File: src/rtl/svmon_pkg.sv
// svmon_pkg: constants and types shared by the servo monitor panel logic
package svmon_pkg;
	// clock and timing
	localparam int unsigned CLK_HZ = 10_000_000; // mclk rate
	localparam int unsigned SHIFT_HOLD_MS = 1000; // least shift-key hold, ms
	localparam int unsigned SHIFT_HOLD_CYC = (CLK_HZ / 1000) * SHIFT_HOLD_MS;
	localparam int unsigned LOAD_WINDOW_S = 10; // load averaging window, s
	localparam int unsigned LOAD_SAMPLES_LG = 10; // log2 samples per window
	localparam int unsigned LOAD_TICK_CYC =
		(CLK_HZ * LOAD_WINDOW_S) >> LOAD_SAMPLES_LG;
	// monitor items
	localparam int unsigned ITEM_COUNT = 16; // selectable items
	localparam logic [3:0] IDX_SPEED = 4'h0; // actual speed
	localparam logic [3:0] IDX_SPDREF = 4'h1; // input speed reference
	localparam logic [3:0] IDX_FORCE = 4'h2; // internal force reference
	localparam logic [3:0] IDX_ANG1 = 4'h3; // pulses from zero mark
	localparam logic [3:0] IDX_ANG2 = 4'h4; // degrees from phase U zero
	localparam logic [3:0] IDX_INMON = 4'h5; // input terminal monitor
	localparam logic [3:0] IDX_OUTMON = 4'h6; // output terminal monitor
	localparam logic [3:0] IDX_PULSPD = 4'h7; // reference pulse speed
	localparam logic [3:0] IDX_POSERR = 4'h8; // position error counter
	localparam logic [3:0] IDX_LOAD = 4'h9; // accumulated load rate
	localparam logic [3:0] IDX_REGEN = 4'hA; // regenerative load rate
	localparam logic [3:0] IDX_BRAKE = 4'hB; // braking resistor power
	localparam logic [3:0] IDX_REFCNT = 4'hC; // reference pulse counter
	localparam logic [3:0] IDX_FBCNT = 4'hD; // feedback pulse counter
	localparam logic [3:0] IDX_SPDLIM = 4'hE; // speed limit / dividing ratio
	localparam logic [3:0] IDX_HALL = 4'hF; // hall pattern
	localparam logic [11:0] CODE_SPDLIM = 12'h010; // item code of speed limit
	localparam logic [11:0] CODE_HALL = 12'h011; // item code of hall pattern
	// key bit positions
	localparam int unsigned KEY_COUNT = 5;
	localparam int unsigned KEY_MODE = 0;
	localparam int unsigned KEY_UP = 1;
	localparam int unsigned KEY_DOWN = 2;
	localparam int unsigned KEY_ENTER = 3;
	localparam int unsigned KEY_SHIFT = 4;
	// terminal positions on the output monitor
	localparam int unsigned TERM_COUNT = 7;
	localparam int unsigned OUT_POS_ALARM = 0; // alarm_output
	localparam int unsigned OUT_POS_ALCODE0 = 4; // alarm_code_bit0
	localparam int unsigned OUT_POS_ALCODE2 = 6; // alarm_code_bit2
	// register map
	localparam logic [7:0] REG_CTRL = 8'h00; // panel control
	localparam logic [7:0] REG_STATUS = 8'h04; // panel state
	localparam logic [7:0] REG_DISP = 8'h08; // shown value and code
	localparam logic [31:0] CTRL_RESET = 32'h0000_0000;
	localparam int unsigned CTRL_LOCK_BIT = 0; // ignore panel keys
	// display format
	typedef enum logic [1:0] {
		SVMON_FMT_CODE = 2'b00, // item number shown
		SVMON_FMT_DEC = 2'b01, // decimal value
		SVMON_FMT_HEX = 2'b10, // hexadecimal value
		SVMON_FMT_SEG = 2'b11 // terminal segment pattern
	} svmon_fmt_t;
	// panel states
	typedef enum logic [1:0] {
		SVMON_ST_OFF = 2'b00, // another panel mode owns the display
		SVMON_ST_NUM = 2'b01, // item number shown
		SVMON_ST_VAL = 2'b10 // item value shown
	} svmon_state_t;
endpackage

File: src/rtl/svmon_ioseg.sv
// svmon_ioseg: terminal states to top and bottom segment patterns
`timescale 1ns/10ps
`default_nettype none
module svmon_ioseg #(
	parameter int unsigned N = 7 // terminals per monitor
) (
	input wire logic [N-1:0] closed, // 1 = terminal shorted (on)
	output logic [N-1:0] seg_top, // top segment lit: open
	output logic [N-1:0] seg_bot // bottom segment lit: shorted
);
	// one display position per terminal
	for (genvar i = 0; i < N; i++) begin : g_pos
		assign seg_top[i] = ~closed[i];
		assign seg_bot[i] = closed[i];
	end
endmodule // svmon_ioseg
`default_nettype wire

File: src/rtl/svmon_key.sv
// svmon_key: key synchroniser, press detector and long-hold detector
`timescale 1ns/10ps
`default_nettype none
module svmon_key #(
	parameter int unsigned N = 5, // number of keys
	parameter int unsigned HOLD_CYC = 10_000_000, // hold time in cycles
	parameter int unsigned HOLD_KEY = 4 // key with long-hold detection
) (
	input wire logic clk, // panel clock
	input wire logic rst_sync_n, // synchronised reset, low active
	input wire logic [N-1:0] key_pin, // raw keys, high while pressed
	output logic [N-1:0] press, // one-cycle pulse on press
	output logic hold // one-cycle pulse once the hold time is reached
);
	typedef struct packed {
		logic [N-1:0] s1; // first synchroniser stage
		logic [N-1:0] s2; // second synchroniser stage
		logic [N-1:0] prev; // last settled level
		logic [31:0] cnt; // hold counter
		logic done; // hold already reported
	} svmon_key_st_t;
	svmon_key_st_t st_ff;
	svmon_key_st_t nxt_st;
	// press pulses compare the second stage with the last settled level
	assign press = st_ff.s2 & ~st_ff.prev;
	assign hold = st_ff.s2[HOLD_KEY] && !st_ff.done &&
		(st_ff.cnt == 32'(HOLD_CYC - 1));
	// next state: shift in, count the hold key while it stays down
	always_comb begin
		nxt_st = st_ff;
		nxt_st.s1 = key_pin;
		nxt_st.s2 = st_ff.s1;
		nxt_st.prev = st_ff.s2;
		if (!st_ff.s2[HOLD_KEY]) begin
			// released: rearm the hold detector
			nxt_st.cnt = 32'h0000_0000;
			nxt_st.done = 1'b0;
		end else if (hold) begin
			nxt_st.done = 1'b1; // one report per hold
		end else if (!st_ff.done) begin
			nxt_st.cnt = st_ff.cnt + 32'h0000_0001;
		end
	end
	// state register
	always_ff @(posedge clk or negedge rst_sync_n) begin
		if (!rst_sync_n) begin
			st_ff <= '0;
		end else begin
			st_ff <= nxt_st;
		end
	end
endmodule // svmon_key
`default_nettype wire

File: src/rtl/svmon_panel.sv
// svmon_panel: monitor mode of the servo amplifier operator panel
// Function
// - monitor entered and refreshed while motor runs
// - items 000 to 00D plus 010, 011
// - speed reference valid only in speed control
// - pulse speed, error, reference count: position control
// - load rates averaged over ten seconds, percent
// - angle 1 unavailable without scale zero mark
// - angle 1 as 32-bit decimal pulse count
// - angle 2 in degrees from phase U
// - pulse counters 32-bit, shown in hex
// - item 010 shows speed limit or ratio
// - input open lights top, shorted lights bottom
// - seven input positions, one per terminal
// - output open lights top, shorted lights bottom
// - seven output positions, alarm first, codes last
// - output segment on at low signal level
// - mode key enters, up/down step items
// - enter press or one-second shift toggles value
// - counters show upper half first, up/down swaps
//
// Chosen here: the plain strobed port and the address map.
`timescale 1ns/10ps
`default_nettype none
module svmon_panel #(
	parameter int unsigned HOLD_CYC = svmon_pkg::SHIFT_HOLD_CYC, // shift hold
	parameter int unsigned LOAD_TICK = svmon_pkg::LOAD_TICK_CYC // load sample
) (
	input wire logic mclk, // panel clock, 10 MHz
	input wire logic rst_n, // asynchronous reset, low active
	input wire logic [4:0] key_pin, // mode, up, down, enter, shift keys
	input wire logic [6:0] in_term_on, // input terminals, 1 = shorted
	input wire logic [6:0] out_term_lvl, // output terminal levels, 1 = H
	input wire logic speed_mode, // drive in speed control
	input wire logic position_mode, // drive in position control
	input wire logic scale_zero_ok, // linear scale has a zero mark
	input wire logic [15:0] speed_act, // actual speed, mm/s
	input wire logic [15:0] speed_ref, // input speed reference, mm/s
	input wire logic [15:0] force_ref, // force reference, percent
	input wire logic [31:0] angle_pulses, // pulses from phase-C mark
	input wire logic [15:0] angle_deg, // degrees from phase U zero
	input wire logic [15:0] pulse_speed, // reference pulse speed, mm/s
	input wire logic [15:0] pos_error, // position error, reference units
	input wire logic [7:0] load_pct, // instantaneous force load, percent
	input wire logic [7:0] regen_pct, // instantaneous regen load, percent
	input wire logic [7:0] brake_pct, // instantaneous brake power, percent
	input wire logic [31:0] ref_count, // reference pulse counter
	input wire logic [31:0] fb_count, // feedback pulse counter
	input wire logic [15:0] speed_limit, // speed limit, 100 mm/s units
	input wire logic [15:0] divide_ratio, // ratio, pulses per scale pitch
	input wire logic [2:0] hall_pattern, // hall sensor pattern
	input wire logic [7:0] reg_addr, // register byte address
	input wire logic [31:0] reg_wdata, // register write data
	input wire logic reg_wr, // write strobe
	input wire logic reg_rd, // read strobe
	output logic [31:0] reg_rdata, // read data, cycle after the strobe
	output logic mon_active, // monitor mode owns the display
	output logic [11:0] disp_code, // item code shown after the U prefix
	output logic [15:0] disp_data, // value shown
	output logic [1:0] disp_fmt, // format, see svmon_fmt_t
	output logic disp_valid, // item valid in present conditions
	output logic disp_upper, // 32-bit item shows its upper half
	output logic [6:0] seg_top, // top segments of terminal monitor
	output logic [6:0] seg_bot // bottom segments of terminal monitor
);
	// samples per window, log2
	localparam int unsigned LOAD_SAMPLES_LG = svmon_pkg::LOAD_SAMPLES_LG;
	typedef struct packed {
		svmon_pkg::svmon_state_t mode; // panel state
		logic act; // monitor mode active
		logic [3:0] idx; // selected item
		logic upper; // upper half of a 32-bit item
		logic alt; // ratio instead of speed limit
		logic [6:0] in_s1; // input terminal sync stage 1
		logic [6:0] in_s2; // input terminal sync stage 2
		logic [31:0] ctrl; // control register
		logic [31:0] tick; // load sample timer
		logic [LOAD_SAMPLES_LG+7:0] acc0; // load sum
		logic [LOAD_SAMPLES_LG+7:0] acc1; // regen sum
		logic [LOAD_SAMPLES_LG+7:0] acc2; // brake sum
		logic [LOAD_SAMPLES_LG-1:0] nsamp; // samples in this window
		logic [7:0] avg0; // load over last window
		logic [7:0] avg1; // regen over last window
		logic [7:0] avg2; // brake over last window
		logic [31:0] rdata; // read data
		logic [11:0] code; // shown code
		logic [15:0] data; // shown data
		svmon_pkg::svmon_fmt_t fmt; // shown format
		logic valid; // shown validity
		logic [6:0] top; // top segments
		logic [6:0] bot; // bottom segments
	} svmon_st_t;
	svmon_st_t st_ff;
	svmon_st_t nxt_st;
	logic [1:0] rst_sync_ff; // reset release synchroniser
	logic rst_sync_n; // synchronised reset
	logic [4:0] press; // key press pulses
	logic shift_hold; // shift key held long enough
	logic [6:0] io_closed; // terminal states of shown monitor
	logic [6:0] io_top; // top segment pattern
	logic [6:0] io_bot; // bottom segment pattern
	logic [15:0] load_word; // averaged rate of the shown load item
	// reset is asserted at once but released only after two edges
	always_ff @(posedge mclk or negedge rst_n) begin
		if (!rst_n) begin
			rst_sync_ff <= 2'b00;
		end else begin
			rst_sync_ff <= {rst_sync_ff[0], 1'b1};
		end
	end
	assign rst_sync_n = rst_sync_ff[1];
	// keys: synchronised, edge detected, shift hold timed
	// no debounce: keys must be clean
	svmon_key #(
		.N(svmon_pkg::KEY_COUNT),
		.HOLD_CYC(HOLD_CYC),
		.HOLD_KEY(svmon_pkg::KEY_SHIFT)
	) u_key (
		.clk(mclk),
		.rst_sync_n(rst_sync_n),
		.key_pin(key_pin),
		.press(press),
		.hold(shift_hold)
	);
	// shown monitor picks input terminals or inverted output levels
	assign io_closed = (st_ff.idx == svmon_pkg::IDX_OUTMON) ?
		~out_term_lvl : st_ff.in_s2;
	svmon_ioseg #(
		.N(svmon_pkg::TERM_COUNT)
	) u_ioseg (
		.closed(io_closed),
		.seg_top(io_top),
		.seg_bot(io_bot)
	);
	// averaged load of the item under the cursor
	always_comb begin
		unique case (st_ff.idx)
			svmon_pkg::IDX_REGEN: load_word = {8'h00, st_ff.avg1};
			svmon_pkg::IDX_BRAKE: load_word = {8'h00, st_ff.avg2};
			default: load_word = {8'h00, st_ff.avg0};
		endcase
	end
	// next state: keys, load averaging, display, register port
	always_comb begin
		logic keys_on;
		logic toggle;
		logic wide;
		logic [15:0] hi_lo;
		logic [31:0] wide_val;
		keys_on = 1'b0;
		toggle = 1'b0;
		wide = 1'b0;
		hi_lo = 16'h0000;
		wide_val = 32'h0000_0000;
		nxt_st = st_ff;
		// input terminals pass two flops, then are read every cycle
		// a sub-cycle pulse can be missed
		nxt_st.in_s1 = in_term_on;
		nxt_st.in_s2 = st_ff.in_s1;
		keys_on = !st_ff.ctrl[svmon_pkg::CTRL_LOCK_BIT];
		toggle = press[svmon_pkg::KEY_ENTER] ||
			shift_hold;
		// 32-bit items
		wide = (st_ff.idx == svmon_pkg::IDX_ANG1) ||
			(st_ff.idx == svmon_pkg::IDX_REFCNT) ||
			(st_ff.idx == svmon_pkg::IDX_FBCNT);
		// key handling; no motor state is looked at, so entry works running
		// lock ignores all keys
		if (keys_on) begin
			unique case (st_ff.mode)
				svmon_pkg::SVMON_ST_OFF: begin
					// mode key wakes it
					if (press[svmon_pkg::KEY_MODE]) begin
						nxt_st.mode = svmon_pkg::SVMON_ST_NUM;
					end
				end
				svmon_pkg::SVMON_ST_NUM: begin
					if (press[svmon_pkg::KEY_MODE]) begin
						nxt_st.mode = svmon_pkg::SVMON_ST_OFF; // hand back
					end else if (toggle) begin
						nxt_st.mode = svmon_pkg::SVMON_ST_VAL;
						// upper half first
						nxt_st.upper = wide;
						nxt_st.alt = 1'b0; // speed limit first
					end else if (press[svmon_pkg::KEY_UP]) begin
						nxt_st.idx = st_ff.idx + 4'h1;
					end else if (press[svmon_pkg::KEY_DOWN]) begin
						nxt_st.idx = st_ff.idx - 4'h1;
					end
				end
				svmon_pkg::SVMON_ST_VAL: begin
					if (toggle) begin
						nxt_st.mode = svmon_pkg::SVMON_ST_NUM;
						nxt_st.upper = 1'b0;
					end else if (wide && (press[svmon_pkg::KEY_UP] ||
						press[svmon_pkg::KEY_DOWN])) begin
						nxt_st.upper = !st_ff.upper;
					end else if (press[svmon_pkg::KEY_MODE] &&
						st_ff.idx == svmon_pkg::IDX_SPDLIM) begin
						nxt_st.alt = !st_ff.alt;
					end
				end
				default: nxt_st.mode = svmon_pkg::SVMON_ST_OFF; // unused code
			endcase
		end
		// lags state like the display
		nxt_st.act = (st_ff.mode != svmon_pkg::SVMON_ST_OFF);
		// load averaging: 2^n samples evenly spaced over the window
		// steady input gives its exact mean
		if (st_ff.tick == 32'(LOAD_TICK - 1)) begin
			nxt_st.tick = 32'h0000_0000;
			nxt_st.nsamp = st_ff.nsamp + 1'b1;
			// trade-off: rate lags one window
			if (&st_ff.nsamp) begin
				// window closes: mean is the sum over the sample count
				nxt_st.avg0 = 8'((st_ff.acc0 + load_pct) >>
					LOAD_SAMPLES_LG);
				nxt_st.avg1 = 8'((st_ff.acc1 + regen_pct) >>
					LOAD_SAMPLES_LG);
				nxt_st.avg2 = 8'((st_ff.acc2 + brake_pct) >>
					LOAD_SAMPLES_LG);
				nxt_st.acc0 = '0;
				nxt_st.acc1 = '0;
				nxt_st.acc2 = '0;
			end else begin
				nxt_st.acc0 = st_ff.acc0 +
					load_pct;
				nxt_st.acc1 = st_ff.acc1 +
					regen_pct;
				nxt_st.acc2 = st_ff.acc2 +
					brake_pct;
			end
		end else begin
			nxt_st.tick = st_ff.tick + 32'h0000_0001;
		end
		// display: value inputs are re-read every cycle
		nxt_st.code = (st_ff.idx == svmon_pkg::IDX_SPDLIM) ?
			svmon_pkg::CODE_SPDLIM : ((st_ff.idx == svmon_pkg::IDX_HALL) ?
			svmon_pkg::CODE_HALL : {8'h00, st_ff.idx});
		// invalid items still show data
		nxt_st.valid = 1'b1;
		nxt_st.fmt = svmon_pkg::SVMON_FMT_DEC;
		nxt_st.data = 16'h0000;
		nxt_st.top = 7'h00;
		nxt_st.bot = 7'h00;
		unique case (st_ff.idx)
			svmon_pkg::IDX_SPEED: nxt_st.data = speed_act;
			svmon_pkg::IDX_SPDREF: begin
				nxt_st.data = speed_ref;
				nxt_st.valid = speed_mode;
			end
			svmon_pkg::IDX_FORCE: nxt_st.data = force_ref;
			svmon_pkg::IDX_ANG1: begin
				wide_val = angle_pulses;
				nxt_st.valid = scale_zero_ok;
			end
			svmon_pkg::IDX_ANG2: nxt_st.data = angle_deg;
			svmon_pkg::IDX_INMON, svmon_pkg::IDX_OUTMON: begin
				nxt_st.fmt = svmon_pkg::SVMON_FMT_SEG;
				nxt_st.top = io_top;
				nxt_st.bot = io_bot;
			end
			svmon_pkg::IDX_PULSPD: begin
				nxt_st.data = pulse_speed;
				nxt_st.valid = position_mode;
			end
			svmon_pkg::IDX_POSERR: begin
				nxt_st.data = pos_error;
				nxt_st.valid = position_mode;
			end
			svmon_pkg::IDX_LOAD, svmon_pkg::IDX_REGEN,
			svmon_pkg::IDX_BRAKE: nxt_st.data = load_word;
			svmon_pkg::IDX_REFCNT: begin
				wide_val = ref_count;
				nxt_st.fmt = svmon_pkg::SVMON_FMT_HEX;
				nxt_st.valid = position_mode;
			end
			svmon_pkg::IDX_FBCNT: begin
				wide_val = fb_count;
				nxt_st.fmt = svmon_pkg::SVMON_FMT_HEX;
			end
			svmon_pkg::IDX_SPDLIM: begin
				nxt_st.data = st_ff.alt ? divide_ratio :
					speed_limit;
			end
			svmon_pkg::IDX_HALL: nxt_st.data = {13'h0000, hall_pattern};
		endcase
		// 32-bit items are shown one half at a time
		hi_lo = st_ff.upper ? wide_val[31:16] :
			wide_val[15:0];
		if (wide) begin
			nxt_st.data = hi_lo;
		end
		if (st_ff.mode != svmon_pkg::SVMON_ST_VAL) begin
			nxt_st.fmt = svmon_pkg::SVMON_FMT_CODE; // number view
		end
		// register port: write, then read with one cycle of latency
		// other offsets are read-only
		if (reg_wr &&
			reg_addr == svmon_pkg::REG_CTRL) begin
			// only bit 0 is kept
			nxt_st.ctrl = {31'h0000_0000,
				reg_wdata[0]};
		end
		// data stand one cycle
		nxt_st.rdata = 32'h0000_0000;
		if (reg_rd) begin
			unique case (reg_addr)
				svmon_pkg::REG_CTRL: nxt_st.rdata = st_ff.ctrl;
				svmon_pkg::REG_STATUS: nxt_st.rdata = {22'h00_0000,
					st_ff.valid, st_ff.alt, st_ff.upper, st_ff.mode,
					1'b0, st_ff.idx};
				svmon_pkg::REG_DISP: nxt_st.rdata = {2'b00, st_ff.fmt,
					st_ff.code, st_ff.data};
				default: nxt_st.rdata = 32'h0000_0000; // unmapped reads zero
			endcase
		end
	end
	// state register
	// reset leaves the monitor off
	always_ff @(posedge mclk or negedge rst_sync_n) begin
		if (!rst_sync_n) begin
			st_ff <= '{mode: svmon_pkg::SVMON_ST_OFF,
				fmt: svmon_pkg::SVMON_FMT_CODE,
				ctrl: svmon_pkg::CTRL_RESET,
				default: '0};
		end else begin
			st_ff <= nxt_st;
		end
	end
	// outputs straight from flops
	// flop straight to pin
	assign reg_rdata = st_ff.rdata;
	assign mon_active = st_ff.act;
	assign disp_code = st_ff.code;
	assign disp_data = st_ff.data;
	assign disp_fmt = st_ff.fmt;
	assign disp_valid = st_ff.valid;
	assign disp_upper = st_ff.upper;
	assign seg_top = st_ff.top;
	assign seg_bot = st_ff.bot;
endmodule // svmon_panel
`default_nettype wire

File: config.mk
export PLATFORM = sky130hd
export DESIGN_NAME = svmon_panel
export DESIGN_NICKNAME = d
export VERILOG_FILES = /design/src/rtl/svmon_pkg.sv /design/src/rtl/svmon_ioseg.sv /design/src/rtl/svmon_key.sv /design/src/rtl/svmon_panel.sv
export SDC_FILE = /design/constraint.sdc
export NUM_CORES = 1
export LEC_CHECK = 0
export BUFFER_PORTS_ARGS = -buffer_cell sky130_fd_sc_hd__buf_4
export CORE_ASPECT_RATIO = 2
export CORE_MARGIN = 10
export CORE_UTILIZATION = 40
export CTS_BUF_LIST = sky130_fd_sc_hd__clkbuf_4 sky130_fd_sc_hd__clkbuf_8
export DETAILED_ROUTE_END_ITERATION = 12
export GPL_TIMING_DRIVEN = 1
export HOLD_SLACK_MARGIN = 0.08
export SETUP_SLACK_MARGIN = 0.02
export SYNTH_ARGS = -nofsm -noshare
export SYNTH_HDL_FRONTEND = slang
export SYNTH_SLANG_ARGS = --single-unit
export TNS_END_PERCENT = 100
File: constraint.sdc
create_clock -name mclk -period 15 [get_ports mclk]
set_input_delay 1.5 -clock mclk [delete_from_list [all_inputs] [get_ports mclk]]
set_output_delay 1.5 -clock mclk [all_outputs]
set_load 0.03 [all_outputs]
# After elaboration in Yosys (flattened, before gate mapping)
# Cells that the tools add are included.
# op_classes
addsub	8
n_eq_ne	34
mux	36
n_bitwise	13
n_reduce_logical	29
# op_table
operator	count
$pmux W16 S9	1
$mux W32	3
$pmux W32 S3	1
$pmux W30 S3	1
$add A32 B1 Y32 const B	2
$add A18 B8 Y18	3
$mux W54	1
$mux W16	3
$mux W33	1
$eq A32 B17 Y1 const B	1
$eq A32 B24 Y1 const B	1
$eq A4 B4 Y1 const B	8
$mux W30	1
$ne A2 B2 Y1 const B	11
$eq A4 B3 Y1 const B	4
$pmux W8 S2	1
$mux W14	1
$mux W2	7
$reduce_and A11 Y1	1
$add A10 B1 Y10 const B	1
$mux W5	2
$not A1 Y1	10
$reduce_and A10 Y1	1
$reduce_and A5 Y1	2
other kinds (30)	52
# totals
regBits	263
inputBits	317
out_inout_bits	79

# Depth between registers and ports, before layout
# Gate-level depths: netlist of run 1.
# logic_depth
depth_word	7
mapped_depth	10

# By module
# Synthesis of run 1 repeated with hierarchy kept, for this count alone.
# unflattened
cells_unflattened	1571
hier_area_um2	14546.5
# by_module_without_submodules
mod	n_inst	cells_each	area_per_inst_um2	seq_area_each_um2
svmon_panel	1	1319	12074.1	5180.0
svmon_key	1	238	2393.5	1201.2
svmon_ioseg	1	14	78.8	0.0

# Worst setup path after synthesis of run 1
# No wires, ideal clock.
# synth_path
kind	input to register
startpoint	input brake_pct[4]
endpoint	register st_ff[128] (netlist name)
setup_ns	0.076
arrival_ns	3.352
required_time_ns	14.924
setup_slack_ns	11.572
cell_stages	7
path_buffers	0
cell_sequence	ha_1 nand3_1 o211a_1 a21oi_1 or3b_2 or3_1 o21ai_1
# synth_between
elab_chain_len	2
# synth_lines
element	line_no	source
from (decl)	svmon_panel.sv:46	input wire logic [7:0] brake_pct,
$add A18 B8 Y18	svmon_panel.sv:230	nxt_st.acc2 = st_ff.acc2 +
$mux W54	svmon_panel.sv:214	if (&st_ff.nsamp) begin
to (signal assigned)	svmon_panel.sv:323	st_ff <= '{mode: svmon_pkg::SVMON_ST_OFF,
to (signal assigned)	svmon_panel.sv:328	st_ff <= nxt_st;
to (decl)	svmon_panel.sv:93	svmon_st_t st_ff;
# No other way between the ends.
# A chain may end at the register's enable or synchronous reset.

# Final worst setup path of run 1
# layout_path
startpoint	input load_pct[0]
endpoint	register st_ff[93] (netlist name)
# layout_between
elab_chain_len	1
# layout_lines
element	line_no	source
from (decl)	svmon_panel.sv:44	input wire logic [7:0] load_pct,
$add A18 B8 Y18	svmon_panel.sv:216	nxt_st.avg0 = 8'((st_ff.acc0 + load_pct) >>
# No other way between the ends.

==> results of run 1 <==
per-layer routing:
metal / global-route usage [%] / up-vias
met4: 11.9 / 0
met2: 43.7 / 432
met5: 0 / -
li1: - / 5991
met1: 23.8 / 6278
met3: 4.05 / 97
power breakdown:
part           internal, mW  switching (mW)  total [mW]
combinational         0.297           0.526       0.824
sequential            0.740          0.0565       0.796
clock                 0.354           0.279       0.634
final timing paths:
| kind | startpoint | end | slack (ns) | cells past startpoint |
|---|---|---|---|---|
| min in group mclk | u_key.nxt_st[40] | u_key.nxt_st[35] | 0.35 | 0 |
| worst min-delay path | rst_sync_ff[1] | u_key.st_ff[6] | 0.32 | 0 |
| worst min register to register | rst_sync_ff[1] | u_key.st_ff[6] | 0.32 | 0 |
| worst max-delay path | load_pct[0] | st_ff[93] | 11.76 | 9 |
| max in group asynchronous | rst_sync_ff[1] | nxt_st[234] | 12.43 | 2 |
| worst max register to register | st_ff[189] | st_ff[92] | 11.88 | 5 |
synthesized netlist by cell type, drive strengths merged, types with 5 or more instances:
master	n	area share [%]
dfrtp	254	44
nand2	146	3.8
o21ai	97	3.3
nor2	94	2.5
buf	89	4.5
a21oi	84	2.9
clkbuf	69	1.8
xnor2	60	3.6
nand3	58	2.0
xor2	54	3.3
and2	46	2.0
a22oi	43	2.2
and3	31	1.3
ha	31	2.7
inv	31	0.80
nand4	29	1.3
nor2b	29	1.3
mux2i	27	1.9
or3	22	0.98
nor3	21	0.80
o22ai	20	0.86
a22o	19	1.1
a211oi	15	0.81
a21o	13	0.67
nor4	13	0.69
a32oi	10	0.60
and4	10	0.60
nor3b	9	0.47
nor4b	9	0.59
o21bai	9	0.47
a221o	8	0.55
a221oi	8	0.48
a31oi	8	0.35
nand2b	7	0.30
o211ai	6	0.31
o31ai	6	0.31
nor4bb	5	0.35
or4	5	0.28
sequential cells by signal, indices dropped and copies added (netlist names):
| signal | count |
|---|---|
| mon_active | 1 |
| seg_bot | 7 |
| seg_top | 7 |
| disp_fmt | 2 |
| nxt_st | 7 |
| rst_sync_ff | 2 |
| reg_rdata | 23 |
| disp_valid | 1 |
| u_key.nxt_st | 10 |
| disp_code | 5 |
| disp_upper | 1 |
| st_ff | 135 |
| u_key.st_ff | 37 |
| disp_data | 16 |
final cells by class:
| cell class | instances | share of cell area (%) |
|---|---|---|
| clock buffers | 56 | 3.97 |
| inverters | 31 | 0.653 |
| repair buffers | 369 | 15.5 |
| clock inverters | 8 | 0.681 |
| multi-input cells | 1119 | 40.3 |
| well taps | 450 | 3.16 |
| diodes | 3 | 0.0421 |
| flip-flops and latches | 254 | 35.7 |
cells by family (layout without fill, tap and decap cells):
logic type | count (synthesis) | in the layout
XOR/XNOR | 114 | 114
buffers and inverters | 189 | 464
flip-flops | 254 | 254
other | 2 | 20
AO/OA/AOI/OAI | 382 | 382
multiplexers | 30 | 30
adder cells (fa/ha/maj) | 34 | 34
AND/OR/NAND/NOR | 542 | 542
cell usage in the layout, fill, tap and decap left out, types with 9 or more instances in the layout:
master    count
a21o_1       13
nor2b_1      29
clkbuf_4     10
buf_4       369
o21ai_0      89
and2_1       46
inv_1        31
ha_1         31
or3_1        21
o22ai_1      20
and3_1       31
xnor2_1      60
clkbuf_8     46
and4_1       10
nor3_1       20
nor4_1       10
nand4_1      29
nand2_1     146
o21bai_1      9
nor2_1       93
a21oi_1      83
conb_1       17
mux2i_1      27
dfrtp_1     252
a22oi_1      43
a32oi_1      10
nand3_1      58
xor2_1       54
a211oi_1     14
a22o_1       19
per-stage QoR:
step	cells	cell area, sq um	hold slack [ns]	setup WS (ns)	total power, mW
3_3_place_gp	2223	17000	0.331	11.20	1.62
2_1_floorplan	1562	14600	0.331	7.40	1.32
4_1_cts	2287	17800	0.340	11.79	2.28
3_5_place_dp	2223	17000	0.336	11.18	1.63
5_1_grt	2289	17800	0.355	11.52	2.36
6_report	2290	17800	0.324	11.76	2.25
==> results_dict.tcl, run 1 <==
set metrics [dict create \
    crit_buf_inv 1 \
    ant_nets 0 \
    power.density_mw_per_mm2 126 \
    cts_setup_buffers 0 \
    worstMarginPinSlew_ns 1.02 \
    ctsHtreeMaxLevel 2 \
    path_class "input port to register" \
    drive_above_1_share_pct 24.8 \
    chipWidth_um 155 \
    wl_per_cell_um 23.9 \
    synth-seq-cells 254 \
    path_cells "buf_4 > ha_1 > fa_1 > a21o_1 > a221oi_1 > a21oi_1 > nand3_1 > xnor2_1 > o21ai_0" \
    seq_area_sq_mm 0.00636 \
    synthArstFlopShare_pct 100 \
    muxShareOfSynthArea_pct 2.10 \
    finalCoreUtilization_pct 49.8 \
    hpwlAfterDp_mm 43.1 \
    hold_path_class "register to async pin" \
    setup_viol 0 \
    firstDrtPassIters 5 \
    critPathMaxFanout 5 \
    max_stage_delay_ns 0.41 \
    drc_errors 0 \
    fmax_mhz 308 \
    cts_buffer_depth 3 \
    syn_inst 1547 \
    yosys.area_share.simple_pct 19.6 \
    gp_congestion 0.933 \
    max_cap_viol_count 0 \
    p_leak_nw 8.26 \
    numPortBuffers 348 \
    path_clk_slew_ns 0.07 \
    grt_setup_unrepaired "no" \
    ios 396 \
    root_buffer "clkbuf_8" \
    synth_cell_types 74 \
    grt_max_degree 79 \
    overflow 0 \
    cts_hold_buf 0 \
    endpoint_kind "register" \
    cts_buffers 39 \
    route.met2.wl_mm 30.0 \
    ys.flop_type "dfrtp_1" \
    finalWirelength_mm 54.8 \
    finClkSkew_ns 0.0202 \
    synth.cell_area_sq_mm 0.0145 \
    cts_resized 0 \
    rows 98 \
    slew_viol_final 0 \
    synth-edff-count 0 \
    finalCritPeriodShare_pct 21.6 \
    die_h_um 289 \
    wl_met3_mm 2.85 \
    wl_met1_mm 19.2 \
    layout_min_cycle_time_ns 3.24 \
    yosys_warnings 0 \
    slew_headroom_pct 31.1 \
    finalHoldViolCount 0 \
    syn_to_final_growth_pct 23.0 \
    clk_latency_ns 0.57 \
    status "finished, final reports clean" \
    vias 12800 \
    fillers 3361 \
    peakVddDrop_mv 0.0751 \
    synth_xor_area_share_pct 6.89 \
    cp-start-kind "input port" \
    critPathTopFamily "compound AO/OA/AOI/OAI gates" \
    first_iter_violations 725 \
    die-area_sq_mm 0.0447 \
    initial_utilization_pct 40.5 \
    seq_area_frac_synth_pct 43.8 \
    cts_tree "done" \
    synth_fa_ha_area_share_pct 3.09 \
    crit_required_ns 15.41 \
    synth_area_per_cell_sq_um 9.37 \
    grt_antenna_before_repair 2 \
    synth_top_family_by_area "simple AND/OR/NAND/NOR gates" \
    grt_use_total_pct 23.2 \
    fp.coreArea_sq_mm 0.0358 \
    nets 2165 \
    grt_pass1_wl_mm 80.3 \
    via_per_inst 5.59 \
    arrival_ns 3.66 \
    routed.top_layer "met4" \
    multi_input_area_sq_mm 0.00718 \
    cts_num_sinks 254 \
    synth_compound_area_share_pct 17.3 \
    grt_pass1_vias 13100 \
    finalSetupTns_ns 0 \
    critPathSlowestCell "fa_1" \
]
No activity file was read; power rests on OpenSTA's default activity.
==> inputs of run 2 (changes only) <==
--- a/config.mk
+++ b/config.mk
@@ -13,6 +13,7 @@
 export DETAILED_ROUTE_END_ITERATION = 12
 export GPL_TIMING_DRIVEN = 1
 export HOLD_SLACK_MARGIN = 0.08
+export PLACE_DENSITY = 0.66
 export SETUP_SLACK_MARGIN = 0.02
 export SYNTH_ARGS = -nofsm -noshare
 export SYNTH_HDL_FRONTEND = slang
==> constraint.sdc (replaced) <==
create_clock -name mclk -period 2.7 [get_ports mclk]
set_input_delay 0.27 -clock mclk [delete_from_list [all_inputs] [get_ports mclk]]
set_output_delay 0.27 -clock mclk [all_outputs]
set_load 0.03 [all_outputs]
==> results_dict.tcl, run 2 (synthesized netlist as in run 1, its figures left out) <==
set metrics [dict create \
    status "finished, final reports clean" \
    numPortBuffers 348 \
    cts_tree "done" \
    slew_headroom_pct 41.3 \
    cts_setup_buffers 0 \
    path_class "register to register" \
    final_common_cell "buf_4" \
    syn_to_final_growth_pct 29.3 \
    fmax_mhz 383 \
    power.density_mw_per_mm2 683 \
    arrival_ns 2.99 \
    worstMarginPinSlew_ns 0.876 \
    critPathMaxFanout 30 \
    fp.coreArea_sq_mm 0.0358 \
    finalWirelength_mm 54.6 \
    r2r_end "disp_valid" \
    worst_slack_ns 0.0873 \
    endpoint_kind "register" \
    ios 396 \
    clk_latency_ns 0.55 \
    dp_slack_ns -0.0366 \
    finClkSkew_ns 0.0219 \
    critPathTopFamily "buffers and inverters" \
    hpwlAfterDp_mm 43.4 \
    largest_reg_flops 135 \
    cp-start-kind "register" \
    hold_end "disp_data[8]" \
    drive_above_1_share_pct 26.4 \
    top_register "st_ff" \
    grt_pass1_vias 13800 \
    firstDrtPassIters 5 \
    root_buffer "clkbuf_8" \
    ctsHtreeMaxLevel 2 \
    mostFrequentLayoutCells "buf_4, dfrtp_1, nand2_1" \
    grt_max_degree 56 \
    max_stage_delay_ns 0.60 \
    grt_antenna_before_repair 3 \
    chipWidth_um 155 \
    critPathSlowestCell "dlygate4sd3_1" \
    wl_per_cell_um 22.9 \
    drc_errors 0 \
    hold_path_class "input port to register" \
    cts_buffer_depth 3 \
    reg2reg_from "st_ff[246]" \
    via_per_inst 5.57 \
    crit_buf_inv 3 \
    r2r_slack_ns 0.09 \
    nets 2258 \
    min_delay_path_depth 3 \
    cts_buffers 36 \
    vias 13300 \
    die_h_um 289 \
    layout_min_cycle_time_ns 2.61 \
    finalCoreUtilization_pct 52.3 \
    initial_utilization_pct 40.5 \
    die-area_sq_mm 0.0447 \
    path_cells "ha_1 > buf_6 > and2_1 > buf_4 > a21o_1 > a222oi_1 > dlygate4sd3_1 > o31ai_1" \
    grt_use_total_pct 23.2 \
    grt_setup_unrepaired "no" \
    ant_nets 0 \
    rows 98 \
    setup_viol 0 \
    finalHoldViolCount 0 \
    cts_num_sinks 254 \
    finalSetupTns_ns 0 \
    hp-start "pulse_speed[8]" \
    gp_congestion 0.943 \
    overflow 0 \
    grt_pass1_wl_mm 81.0 \
    peakVddDrop_mv 0.445 \
    p_leak_nw 8.71 \
    path_clk_slew_ns 0.07 \
    crit_required_ns 3.08 \
    max_cap_viol_count 0 \
    slew_viol_final 0 \
    finalCritPeriodShare_pct 96.8 \
    worstRegToRegCells 8 \
    first_iter_violations 798 \
]
run 2: changes by cell type in the layout (fill, tap and decap cells not counted), moves of 2 or more:
cell | before | now
buf_4 | 369 | 415
dlygate4sd3_1 | 0 | 40
buf_12 | 0 | 9
clkbuf_4 | 10 | 4
clkinv_2 | 3 | 6
clkinvlp_4 | 1 | 3
run 2: final cells by class:
class,instances,area [sq um]
sequential,254,6360
timing repair buffer,465,3710
clock inverter,12,143
antenna,4,10.0
tap,450,563
fill,3253,17100
clock buffer,49,649
multi-input combinational,1119,7190
inverter,31,116
run 2: worst register-to-register path, stage by stage, from the launching register on:
cell and delay, ns:
dfrtp_1 0.46, ha_1 0.23, buf_6 0.21, and2_1 0.19, buf_4 0.17, a21o_1 0.17
a222oi_1 0.34, dlygate4sd3_1 0.60, o31ai_1 0.08
run 2: routing by layer:
metal  track usage [%]  part of all wire, %
met1              22.9                   34
met2              44.2                   55
met3              3.92                  5.7
met4              13.4                  5.6
met5                 0                    0
run 2: through the flow:
stage / std cells / power, mW / area (sq um) / hold slack, ns
finish: 2384 / 12.8 / 18700 / 0.0940
global route: 2383 / 13.3 / 18700 / 0.103
CTS: 2380 / 12.8 / 18700 / 0.0834
detailed placement: 2279 / 9.31 / 17500 / 0.0537
global placement: 2279 / 9.26 / 17500 / 0.0523
floorplan: 1562 / 7.36 / 14600 / -0.0256
run 2: how the worst max path moves through the flow:
stage | start | endpoint | slack (ns) | cells after the start
2_1_floorplan | rst_sync_ff[1] | disp_code[0] | 0.15 | 0
3_3_place_gp | st_ff[246] | disp_data[0] | 0.10 | 10
3_5_place_dp | st_ff[245] | disp_data[0] | -0.04 | 10
4_1_cts | st_ff[245] | disp_data[0] | 0.05 | 10
5_1_grt | st_ff[194] | st_ff[120] | 0.03 | 6
6_report | st_ff[246] | disp_valid | 0.09 | 8
run 2: where the power goes:
group | switching (mW) | leakage [nW] | internal, mW | total (mW)
Clock | 1.55 | 0.408 | 1.85 | 3.40
Combinational | 3.07 | 4.93 | 1.95 | 5.03
Sequential | 0.264 | 3.37 | 4.11 | 4.37
run 2: what timing repair did:
| action | 4_1_cts | 5_1_grt |
|---|---|---|
| setup endpoints to repair | 1 | 6 |
| hold buffers | 40 | 0 |
| resized for setup | 1 | 3 |
| endpoints found under the hold margin | 44 | 0 |
==> inputs of run 3 (changes only) <==
--- a/config.mk
+++ b/config.mk
@@ -8,12 +8,12 @@
 export BUFFER_PORTS_ARGS = -buffer_cell sky130_fd_sc_hd__buf_4
 export CORE_ASPECT_RATIO = 2
 export CORE_MARGIN = 10
-export CORE_UTILIZATION = 40
+export CORE_UTILIZATION = 50
 export CTS_BUF_LIST = sky130_fd_sc_hd__clkbuf_4 sky130_fd_sc_hd__clkbuf_8
 export DETAILED_ROUTE_END_ITERATION = 12
 export GPL_TIMING_DRIVEN = 1
 export HOLD_SLACK_MARGIN = 0.08
-export PLACE_DENSITY = 0.66
+export PLACE_DENSITY = 0.8
 export SETUP_SLACK_MARGIN = 0.02
 export SYNTH_ARGS = -nofsm -noshare
 export SYNTH_HDL_FRONTEND = slang
==> results_dict.tcl, run 3 (synthesized netlist as in run 1, its figures left out) <==
set metrics [dict create \
    finClkSkew_ns 0.0239 \
    slew_viol_final 0 \
    ctsHtreeMaxLevel 2 \
    r2r_slack_ns 0.14 \
    hold_path_class "input port to register" \
    wl_per_cell_um 24.2 \
    ant_nets 0 \
    arrival_ns 2.98 \
    fp.coreArea_sq_mm 0.0287 \
    r2r_end "disp_valid" \
    grt_pass1_wl_mm 82.4 \
    startpoint "st_ff[246]" \
    die_h_um 261 \
    max_stage_delay_ns 0.59 \
    mostFrequentLayoutCells "buf_4, dfrtp_1, nand2_1" \
    worstMarginPinSlew_ns 0.842 \
    largest_reg_flops 135 \
    critPathMaxFanout 8 \
    fmax_mhz 390 \
    nets 2249 \
    p_leak_nw 8.68 \
    layout_min_cycle_time_ns 2.56 \
    worstRegToRegCells 8 \
    power.density_mw_per_mm2 684 \
    cts_buffers 37 \
    finalCoreUtilization_pct 64.5 \
    finalWirelength_mm 55.3 \
    crit_required_ns 3.12 \
    rows 88 \
    initial_utilization_pct 50.4 \
    cp-start-kind "register" \
    hpwlAfterDp_mm 44.2 \
    slew_headroom_pct 43.9 \
    grt_pass1_vias 13900 \
    drc_errors 0 \
    root_buffer "clkbuf_8" \
    firstDrtPassIters 5 \
    top_register "st_ff" \
    grt_setup_unrepaired "no" \
    finalSetupTns_ns 0 \
    grt_use_total_pct 28.9 \
    reg2reg_from "st_ff[246]" \
    path_clk_slew_ns 0.07 \
    cts_buffer_depth 3 \
    final_common_cell "buf_4" \
    grt_antenna_before_repair 1 \
    worstSetupEndpoint "disp_valid" \
    syn_to_final_growth_pct 27.9 \
    finalHoldViolCount 0 \
    gp_congestion 1.01 \
    endpoint_kind "register" \
    clk_latency_ns 0.55 \
    chipWidth_um 140 \
    crit_cells 8 \
    ios 396 \
    numPortBuffers 348 \
    vias 13500 \
    critPathSlowestCell "dlygate4sd3_1" \
    status "finished, final reports clean" \
    grt_max_degree 59 \
    die-area_sq_mm 0.0366 \
    overflow 0 \
    peakVddDrop_mv 0.399 \
    cp_common_cell "buf_4" \
    setup_viol 0 \
    cts_setup_buffers 0 \
    drive_above_1_share_pct 26.2 \
    max_cap_viol_count 0 \
    path_cells "inv_1 > ha_1 > buf_4 > and2_2 > buf_4 > a222oi_1 > dlygate4sd3_1 > o31ai_1" \
    path_class "register to register" \
    min_delay_path_depth 3 \
    via_per_inst 5.90 \
    crit_buf_inv 4 \
    critPathTopFamily "buffers and inverters" \
    finalCritPeriodShare_pct 94.9 \
    first_iter_violations 884 \
    cts_tree "done" \
    cts_num_sinks 254 \
]
==> run 3: worst reg2reg max path, cell delays in order (launching register included) <==
cell and delay, ns:
dfrtp_1 0.45, inv_1 0.16, ha_1 0.30, buf_4 0.20, and2_2 0.25, buf_4 0.19, a222oi_1 0.20, dlygate4sd3_1 0.59
o31ai_1 0.08
==> run 3: how the worst min path moves through the flow <==
| stage | startpoint | to |
|---|---|---|
| final | reg_wr | st_ff[197] |
| after global routing | reg_wr | st_ff[197] |
| after CTS | reg_wr | st_ff[197] |
| after detailed placement | rst_n | rst_sync_ff[0] |
| after global placement | rst_n | rst_sync_ff[0] |
| after floorplan | rst_n | rst_sync_ff[0] |
==> run 3: area by class of cell <==
class / count / area [sq um]
Tap cell: 360 / 450
Timing Repair Buffer: 455 / 3590
Fill cell: 2365 / 10200
Sequential cell: 254 / 6360
Inverter: 31 / 116
Clock buffer: 55 / 707
Multi-Input combinational cell: 1119 / 7200
Antenna cell: 1 / 2.50
Clock inverter: 11 / 111
==> run 3: repair_timing <==
action / CTS / global route
hold buffers: 40 / 0
hold endpoints to repair: 44 / 0
endpoints found under the setup margin: 0 / 18
resized for setup: 0 / 4
==> run 3: through the flow <==
step | setup WS, ns | power, mW | cell area [sq um] | hold WS, ns | instances
after detailed placement | 0.0799 | 9.13 | 17300 | 0.0528 | 2179
final | 0.138 | 12.7 | 18500 | 0.101 | 2286
after CTS | 0.0668 | 12.6 | 18500 | 0.0804 | 2285
after global placement | 0.199 | 9.07 | 17300 | 0.0519 | 2179
after global routing | 0.0271 | 13.2 | 18500 | 0.0943 | 2286
after floorplan | 0.149 | 7.36 | 14600 | -0.0256 | 1562
==> run 3: routing by layer <==
| layer | vias to the layer above | GRT usage [%] | wire length (um) |
|---|---|---|---|
| met2 | 637 | 51.8 | 28700 |
| met5 | - | 0 | 0 |
| met1 | 6533 | 28.9 | 18200 |
| met4 | 0 | 20.7 | 4300 |
| li1 | 6157 | - | - |
| met3 | 171 | 5.73 | 4150 |
==> run 3: report_power, final <==
group | total, mW | switching [mW] | internal (mW)
registers | 4.42 | 0.310 | 4.11
logic | 4.81 | 2.91 | 1.90
clock network | 3.45 | 1.57 | 1.88
total | 12.7 | 4.79 | 7.89
